`config.mk`:
```
export PLATFORM = sky130hd
export DESIGN_NAME = sdio_objects
export DESIGN_NICKNAME = d
export VERILOG_FILES = /design/src/sdio_pkg.sv /design/src/sdio_sync.sv /design/src/sdio_objects.sv
export VERILOG_INCLUDE_DIRS = /design/src
export SDC_FILE = /design/constraint.sdc
export NUM_CORES = 1
export LEC_CHECK = 0
export ABC_AREA = 1
export CAP_MARGIN = 0
export CORE_MARGIN = 10
export CORE_UTILIZATION = 65
export CTS_CLUSTER_DIAMETER = 50
export DETAILED_ROUTE_END_ITERATION = 12
export DONT_BUFFER_PORTS = 1
export GPL_TIMING_DRIVEN = 0
export PLACE_DENSITY = 0.79
export SLEW_MARGIN = 20
export SYNTH_ARGS = -nofsm -noshare
export SYNTH_HDL_FRONTEND = slang
export SYNTH_HIERARCHICAL = 1
export SYNTH_SLANG_ARGS = --single-unit
```
`constraint.sdc`:
```
create_clock -name i_clk -period 2.1 [get_ports i_clk]
set_clock_uncertainty 0.1 [all_clocks]
set_input_delay 0.105 -clock i_clk [delete_from_list [all_inputs] [get_ports i_clk]]
set_output_delay 0.105 -clock i_clk [all_outputs]
set_load 0.1 [all_outputs]
```
`src/sdio_consts.svh`:
```
// Object indices, field positions, reset values and masks for the servo digital I/O objects
`ifndef SDIO_CONSTS_SVH
`define SDIO_CONSTS_SVH
`define SDIO_IDX_INPUT 16'h60fd
`define SDIO_IDX_OUTPUT 16'h60fe
`define SDIO_SUB_COUNT 8'h00
`define SDIO_SUB_PHYS 8'h01
`define SDIO_SUB_MASK 8'h02
`define SDIO_ENTRY_COUNT 8'h02
`define SDIO_BIT_REV_LIMIT 0
`define SDIO_BIT_FWD_LIMIT 1
`define SDIO_BIT_ORIGIN 2
`define SDIO_BIT_RETURN 18
`define SDIO_BIT_MON_LO 19
`define SDIO_BIT_POS_DONE 24
`define SDIO_BIT_RETURN_STATUS 25
`define SDIO_BIT_BRAKE 0
`define SDIO_BIT_GEN_OUT 16
`define SDIO_IN_VALID 32'h01f80007
`define SDIO_OUT_VALID 32'h00010001
`define SDIO_PHYS_RESET 32'h00000000
`define SDIO_MASK_RESET 32'h00000000
`define SDIO_SYNC_W 9
`endif

```
`src/sdio_pkg.sv`:
```
// Types shared by the servo digital I/O object block
package sdio_pkg;
   typedef struct packed {
      logic rd;
      logic wr;
      logic [15:0] index;
      logic [7:0] sub;
      logic [31:0] wdata;
   } sdio_req_t;
   typedef struct packed {
      logic [31:0] rdata;
      logic ack;
      logic err;
   } sdio_rsp_t;
   typedef struct packed {
      logic [4:0] safety_monitor;
      logic positioning_complete;
      logic origin_input;
      logic forward_limit_input;
      logic reverse_limit_input;
   } sdio_pins_t;
   typedef struct packed {
      logic [31:0] phys;
      logic [31:0] mask;
      logic [31:0] rdata;
      logic ack;
      logic err;
      logic brake;
      logic gen_out;
   } sdio_state_t;
   typedef struct packed {
      logic [8:0] s1;
      logic [8:0] s2;
   } sdio_sync_state_t;
endpackage : sdio_pkg

```
`src/sdio_sync.sv`:
```
// Two-flop synchroniser for the external input pins
`timescale 1ns/100ps
`include "sdio_consts.svh"
module sdio_sync (
   // Clock and reset
   input wire logic i_clk,
   input wire logic i_rst,
   // Pins in, synchronised levels out
   input wire logic [`SDIO_SYNC_W-1:0] i_async,
   output logic [`SDIO_SYNC_W-1:0] o_sync
);
   sdio_pkg::sdio_sync_state_t st_r;
   sdio_pkg::sdio_sync_state_t st_nxt;
   genvar g;
   // One two-stage chain per bit
   generate
      for (g = 0; g < `SDIO_SYNC_W; g++) begin : g_bit
         always_comb begin
            st_nxt.s1[g] = i_async[g];
            st_nxt.s2[g] = st_r.s1[g];
         end
      end
   endgenerate
   always_ff @(posedge i_clk or posedge i_rst) begin
      if (i_rst) begin
         st_r <= '0;
      end else begin
         st_r <= st_nxt;
      end
   end
   assign o_sync = st_r.s2;
endmodule : sdio_sync

```
`src/sdio_objects.sv`:
```
// Digital input and output objects of the servo drive, reached by index and sub-index
`timescale 1ns/100ps
`include "sdio_consts.svh"
module sdio_objects (
   // Clock and reset
   input wire logic i_clk,
   input wire logic i_rst,
   // Object access port
   input wire sdio_pkg::sdio_req_t i_req,
   output sdio_pkg::sdio_rsp_t o_rsp,
   // Communication state, high while process data runs
   input wire logic i_comm_ok,
   // External input pins
   input wire sdio_pkg::sdio_pins_t i_pins,
   // External outputs
   output logic o_brake_set,
   output logic o_gen_out
);
   sdio_pkg::sdio_state_t st_r;
   sdio_pkg::sdio_state_t st_nxt;
   sdio_pkg::sdio_pins_t pins_s;
   logic [31:0] in_word;
   logic hit_in;
   logic hit_cnt;
   logic hit_phys;
   logic hit_mask;
   logic req_any;

   sdio_sync u_sync (
      .i_clk(i_clk),
      .i_rst(i_rst),
      .i_async(i_pins),
      .o_sync(pins_s)
   );

   // Input status word
   always_comb begin
      in_word = 32'h00000000;
      in_word[`SDIO_BIT_REV_LIMIT] = pins_s.reverse_limit_input;
      in_word[`SDIO_BIT_FWD_LIMIT] = pins_s.forward_limit_input;
      in_word[`SDIO_BIT_ORIGIN] = pins_s.origin_input;
      in_word[`SDIO_BIT_MON_LO +: 5] = pins_s.safety_monitor;
      in_word[`SDIO_BIT_POS_DONE] = pins_s.positioning_complete;
      in_word[`SDIO_BIT_RETURN] = 1'b0;
      in_word[`SDIO_BIT_RETURN_STATUS] = 1'b0;
   end

   // Address decode
   always_comb begin
      req_any = i_req.rd | i_req.wr;
      hit_in = 1'b0;
      hit_cnt = 1'b0;
      hit_phys = 1'b0;
      hit_mask = 1'b0;
      if (i_req.index == `SDIO_IDX_INPUT && i_req.sub == `SDIO_SUB_COUNT) begin
         hit_in = 1'b1;
      end else if (i_req.index == `SDIO_IDX_OUTPUT && i_req.sub == `SDIO_SUB_COUNT) begin
         hit_cnt = 1'b1;
      end else if (i_req.index == `SDIO_IDX_OUTPUT && i_req.sub == `SDIO_SUB_PHYS) begin
         hit_phys = 1'b1;
      end else if (i_req.index == `SDIO_IDX_OUTPUT && i_req.sub == `SDIO_SUB_MASK) begin
         hit_mask = 1'b1;
      end
   end

   // Next state
   always_comb begin
      st_nxt = st_r;
      st_nxt.ack = req_any;
      st_nxt.err = 1'b0;
      st_nxt.rdata = 32'h00000000;
      if (i_req.wr) begin
         if (hit_phys) begin
            st_nxt.phys = i_req.wdata & `SDIO_OUT_VALID;
         end else if (hit_mask) begin
            st_nxt.mask = i_req.wdata & `SDIO_OUT_VALID;
         end else begin
            st_nxt.err = 1'b1;
         end
      end else if (i_req.rd) begin
         if (hit_in) begin
            st_nxt.rdata = in_word;
         end else if (hit_cnt) begin
            st_nxt.rdata = {24'h000000, `SDIO_ENTRY_COUNT};
         end else if (hit_phys) begin
            st_nxt.rdata = st_r.phys;
         end else if (hit_mask) begin
            st_nxt.rdata = st_r.mask;
         end else begin
            st_nxt.err = 1'b1;
         end
      end
      // Brake applied unless link up and bit enabled, then follows command
      st_nxt.brake = ~(i_comm_ok & st_r.mask[`SDIO_BIT_BRAKE]) | st_r.phys[`SDIO_BIT_BRAKE];
      // General output: zero when masked, holds while link is down
      if (!st_r.mask[`SDIO_BIT_GEN_OUT]) begin
         st_nxt.gen_out = 1'b0;
      end else if (i_comm_ok) begin
         st_nxt.gen_out = st_r.phys[`SDIO_BIT_GEN_OUT];
      end
   end

   always_ff @(posedge i_clk or posedge i_rst) begin
      if (i_rst) begin
         st_r <= '{phys: `SDIO_PHYS_RESET, mask: `SDIO_MASK_RESET, rdata: 32'h00000000,
                   ack: 1'b0, err: 1'b0, brake: 1'b1, gen_out: 1'b0};
      end else begin
         st_r <= st_nxt;
      end
   end

   assign o_rsp.rdata = st_r.rdata;
   assign o_rsp.ack = st_r.ack;
   assign o_rsp.err = st_r.err;
   assign o_brake_set = st_r.brake;
   assign o_gen_out = st_r.gen_out;

   // Checks
   a_input_origin_path: assert property (@(posedge i_clk) disable iff (i_rst)
      (i_req.rd && hit_in) |=> o_rsp.rdata[2] == $past(i_pins.origin_input, 3))
      else $error("origin bit does not follow pin");
   a_input_rev_path: assert property (@(posedge i_clk) disable iff (i_rst)
      (i_req.rd && hit_in) |=> o_rsp.rdata[0] == $past(i_pins.reverse_limit_input, 3))
      else $error("reverse limit bit does not follow pin");
   a_pos_done_bit: assert property (@(posedge i_clk) disable iff (i_rst)
      (i_req.rd && hit_in) |=> o_rsp.rdata[24] == $past(i_pins.positioning_complete, 3))
      else $error("positioning complete bit wrong");
   a_input_reserved_zero: assert property (@(posedge i_clk) disable iff (i_rst)
      (i_req.rd && hit_in) |=> (o_rsp.rdata & ~`SDIO_IN_VALID) == 32'h00000000)
      else $error("reserved input bits not zero");
   a_monitor_bits: assert property (@(posedge i_clk) disable iff (i_rst)
      (i_req.rd && hit_in) |=> o_rsp.rdata[23:19] == $past(i_pins.safety_monitor, 3))
      else $error("safety monitor bits wrong");
   a_mask_readback: assert property (@(posedge i_clk) disable iff (i_rst)
      (i_req.wr && hit_mask) ##1 (i_req.rd && hit_mask && !i_req.wr)
      |=> o_rsp.rdata == ($past(i_req.wdata, 2) & `SDIO_OUT_VALID))
      else $error("mask read back differs from write");
   a_phys_unused_zero: assert property (@(posedge i_clk) disable iff (i_rst)
      (i_req.rd && (hit_phys || hit_mask)) |=> (o_rsp.rdata & ~`SDIO_OUT_VALID) == 32'h00000000)
      else $error("unused output bits not zero");
   a_gen_out_masked: assert property (@(posedge i_clk) disable iff (i_rst)
      !st_r.mask[16] |=> !o_gen_out)
      else $error("masked general output not zero");
   a_brake_masked: assert property (@(posedge i_clk) disable iff (i_rst)
      (!st_r.mask[0] || !i_comm_ok) |=> o_brake_set)
      else $error("brake released without enable");
   a_unmapped_err: assert property (@(posedge i_clk) disable iff (i_rst)
      (req_any && !(hit_in || hit_cnt || hit_phys || hit_mask)) |=> o_rsp.ack && o_rsp.err)
      else $error("unmapped access not flagged");
   c_read_input: cover property (@(posedge i_clk) disable iff (i_rst) i_req.rd && hit_in);
   c_write_phys: cover property (@(posedge i_clk) disable iff (i_rst) i_req.wr && hit_phys);
   c_gen_out_on: cover property (@(posedge i_clk) disable iff (i_rst) o_gen_out);
   c_brake_off: cover property (@(posedge i_clk) disable iff (i_rst) !o_brake_set);
endmodule : sdio_objects

```
# [Word level (Yosys, flattened, before mapping)]
# Cells that the tools add are included.
[totals] ff_bits=58 inputBits=70 output_inout_bits=36 elab_cells=50
[op_classes] eq_ne=5 mux=24 bitwise=5 n_reduce_logical=7
[ops] op="two-way mux 25 bit" n=3
[ops] op="two-way mux 17 bit" n=3
[ops] op="== test 16 x 15 -> 1 bit (second input constant)" n=2
[ops] op="two-way mux 1 bit" n=18
[ops] op="== test 8 x 1 -> 1 bit (second input constant)" n=1
[ops] op="== test 8 x 2 -> 1 bit (second input constant)" n=1
[ops] op="zero test 8 bit" n=1
[ops] op="logical AND 1 bit" n=4
[ops] op="AND reduction 3 bit" n=1
[ops] op="inequality test 2 bit (second input constant)" n=1
[ops] op="NOT 1 bit" n=2
[ops] op="bitwise OR 1 bit" n=2
[ops] op="AND reduction 2 bit" n=1
[ops] op="bitwise AND 1 bit" n=1

# [Longest topological paths before layout]
[depth] ltp_word=12 mapped_depth=10 ltp_nobuf=10

# [By module]
# The synthesis kept the hierarchy.
[by_module_without_submodules] mod="sdio_objects" n_inst=1 cells_per_inst=166 area_each_um2=1261.2 seq_area_each_um2=451.7
[by_module_without_submodules] mod="sdio_sync" n_inst=1 cells_per_inst=19 area_each_um2=454.2 seq_area_each_um2=450.4

# [Least setup slack after synthesis]
# Ideal clock, no wire load.
[synth_path] path_type="flip-flop to flip-flop" start="register, netlist name o_gen_out" end="register st_r (netlist bit o_gen_out)" setup_ns=0.078 arrival_ns=1.217 required_ns=1.922 slack_ns=0.705 path_stages_with_launch=3 n_path_buf=0 synth_period_minus_slack_ns=1.395 cell_sequence="dfrtp_1 > o21ai_0 > a21oi_1"
[synth_lines] element="end signal, assigned" line_no="sdio_objects.sv:105" source="st_r <= '{phys: `SDIO_PHYS_RESET, mask: `SDIO_MASK_RESET, rdata: 32'h00000000,"
[synth_lines] element="end signal, assigned" line_no="sdio_objects.sv:108" source="st_r <= st_nxt;"
[synth_lines] element="end, declared" line_no="sdio_objects.sv:19" source="sdio_pkg::sdio_state_t st_r;"

# [Final worst setup path]
[layout_path] start="input i_req[56] (netlist bit)" end="register st_r[36] (netlist bit)"
[layout_via] elab_chain_cells=1
[layout_rtl] element="start, declared" line_no="sdio_objects.sv:9" source="input wire sdio_pkg::sdio_req_t i_req,"
[layout_rtl] element="AND reduction 3 bit (no line)"
# No other way between the ends.
# A chain may end at the register's enable or synchronous reset.

==> results.yml <==
power_and_ir_drop:
  powerDensity_nw_per_um2: 667.6
  cellLeakagePower_nw: 1.079
  peakVddDrop_uv: 849.7
  power_mw: 1.376
drt:
  wl_per_cell_um: 13.33
  wl_met3_um: 450
  routed_via_density: 4.517
  wl_met1_um: 1382
  drtPass1Iterations: 4
  top_layer_used: "met4"
  drt-total-wl_um: 3478
  dr_total_vias: 1179
  drc: 0
  drtAntennaViolNets: 0
  drt_iter0_drc: 68
  wl_met2_um: 1623
finish:
  antenna_cells: 0
  drive_above_1_share: 0.2771
  final_nets: 300
  fin_area_um2: 2061
  area_delta_synth_final_pct: 20.13
  stdcell_count: 261
flow_run:
  cap_violations: 0
synth:
  ys_ff_latch: 36
  synth.top_cells.by_area: "dfrtp_1 51%, buf_4 15%, nand2_1 7.0%, nor2_1 5.5%, inv_1 3.9%"
  avgSynthCellArea_um2: 9.272
  synthCells: 185
  synth_area_um2: 1715
  synthDistinctLibCells: 19
  ys_warn_count: 6
  synth_seq_area_share: 0.5259
  yosys.area.top_type: "dfrtp_1"
  netlist.area_leader.share: 0.5106
die:
  die_w_um: 71.37
  start_util: 0.6862
  ios: 106
  die_h_um: 71.37
  rows: 18
  coreArea_um2: 2500
  die_area_um2: 5094
placed_design:
  dpl-instance-area_um2: 1832
  hpwl_um: 2669
  numPortBuffers: 0
  dp_cells: 236
  place.gp.congestion: 0.8224
timing:
  hold_viol: 0
  rsz0062_at_grt: "false"
  tightest_slew_ns: 0.8906
  fin_setup_tns_ns: 0
  fmax_mhz: 636.9
  relSlewSlack: 0.4063
  setup_viol: 0
  period_needed_ns: 1.570
  slew_viol_final: 0
  finalCritPeriodShare: 0.7477
cts:
  clk_pin_slew_ns: 0.09
  post-cts-setup-buffer-count: 0
  numCtsBuffers: 5
  cts.sinks: 36
  cts_max_level: 2
  cts_root_buffer: "clkbuf_4"
  cts_tree: "yes"
  worstSkewPairLatency_ns: 0.32
  cts_buffer_depth: 2
critical_path:
  worst_setup_path_end_kind: "flip-flop"
  cp.arrival_ns: 1.73
  worstPathRequired_ns: 2.26
  path_cells: "dlygate4sd3_1 > inv_1 > nor2_1 > nand3_1 > dlygate4sd3_1 > nand2_1"
  critPathKind: "primary input to flip-flop"
  cpPeakStageDelay_ns: 0.61
  crit_path_max_fanout: 4
  worst_setup_path_start_kind: "primary input"
  cp_common_cell: "dlygate4sd3_1"
  cp_slowest_cell: "dlygate4sd3_1"
grt:
  gr-total-overflow: 0
  grt_pass1_vias: 1292
  grt_pass1_wl_um: 5975
  antenna_found_initial: 0
  grt.total_usage: 0.1424
  grt_max_degree: 19
hold_path:
  hp-class: "primary input to flip-flop"
run_status:
  outcome: "completed"
==> worst paths after layout <==
check	endpoint	slack, ns	cells past startpoint	startpoint
min reg2reg	u_sync/o_sync[7]	0.26	0	u_sync/st_nxt[7]
min	o_rsp[4]	0.04	4	i_req[57]
max reg2reg	o_gen_out	0.60	2	o_gen_out
max in group asynchronous	st_r[36]	1.26	2	i_rst
min in group asynchronous	u_sync/o_sync[6]	0.23	2	i_rst
max	st_r[36]	0.53	6	i_req[56]
==> report_power, final <==
part / switching (mW) / internal [mW]
Combinational: 0.235 / 0.0619
Sequential: 0.00449 / 0.712
Clock: 0.197 / 0.165
==> area by class of cell <==
class / count / area, µm²
Timing Repair Buffer: 17 / 170.2
Buffer: 34 / 255.2
Sequential cell: 36 / 902.1
Tap cell: 30 / 37.54
Fill cell: 151 / 439.2
Multi-Input combinational cell: 114 / 554.3
Inverter: 22 / 82.58
Clock buffer: 8 / 58.81
==> kinds of logic after synthesis <==
group           count (synthesis)  synth area share
simple gates                   82            0.2385
buf+inv                        56            0.1969
flops                          36            0.5259
compound gates                 10           0.03647
other cells                     1          0.002186
==> worst max-delay path, delay by kind of cell <==
kind	cells	cell delay, ns
buffers and inverters	3	1.26
AND/OR/NAND/NOR	3	0.36
==> metrics by stage <==
stage / hold WS, ns / setup WS [ns] / util
final: 0.03847 / 0.5299 / 0.8243
after CTS: 0.02575 / 0.5467 / 0.8243
after detailed placement: -0.001313 / 0.6513 / 0.7327
after global placement: -0.01777 / 0.6656 / 0.7327
after floorplan: -0.05716 / 0.7052 / -
after global routing: 0.03608 / 0.4557 / 0.8243
==> Yosys cell counts, drive strengths merged <==
cell / count
inv: 22
buf: 34
dfrtp: 35
o21ai: 4
conb: 1
nand2: 38
dfstp: 1
nor2: 34
o211a: 1
nand3: 9
a21oi: 5
nand4: 1
==> layout by cell type (no fill, tap or decap), drive strengths merged <==
cell,Yosys,final
a21oi,5,5
buf,34,34
clkbuf,0,8
conb,1,22
dfrtp,35,35
dfstp,1,1
dlygate4sd3,0,17
inv,22,22
nand2,38,38
nand3,9,9
nand4,1,1
nor2,34,34
o211a,1,1
o21ai,4,4
==> sequential cells by signal, summed over array words and instances (netlist names) <==
name	flops
o_brake_set	1
st_r	4
o_rsp	12
o_gen_out	1
u_sync/st_nxt	9
u_sync/o_sync	9
==> metal layers <==
metal / GRT usage / up-vias
li1: - / 589
met4: 0.03656 / 0
met1: 0.1590 / 513
met3: 0.07851 / 4
met2: 0.2304 / 73
met5: 0 / -
==> what timing repair did <==
action	CTS	global route
hold buffers	17	0
gates resized for setup	0	0
hold endpoints to repair	62	0
Power figures use the tool's default switching activity.
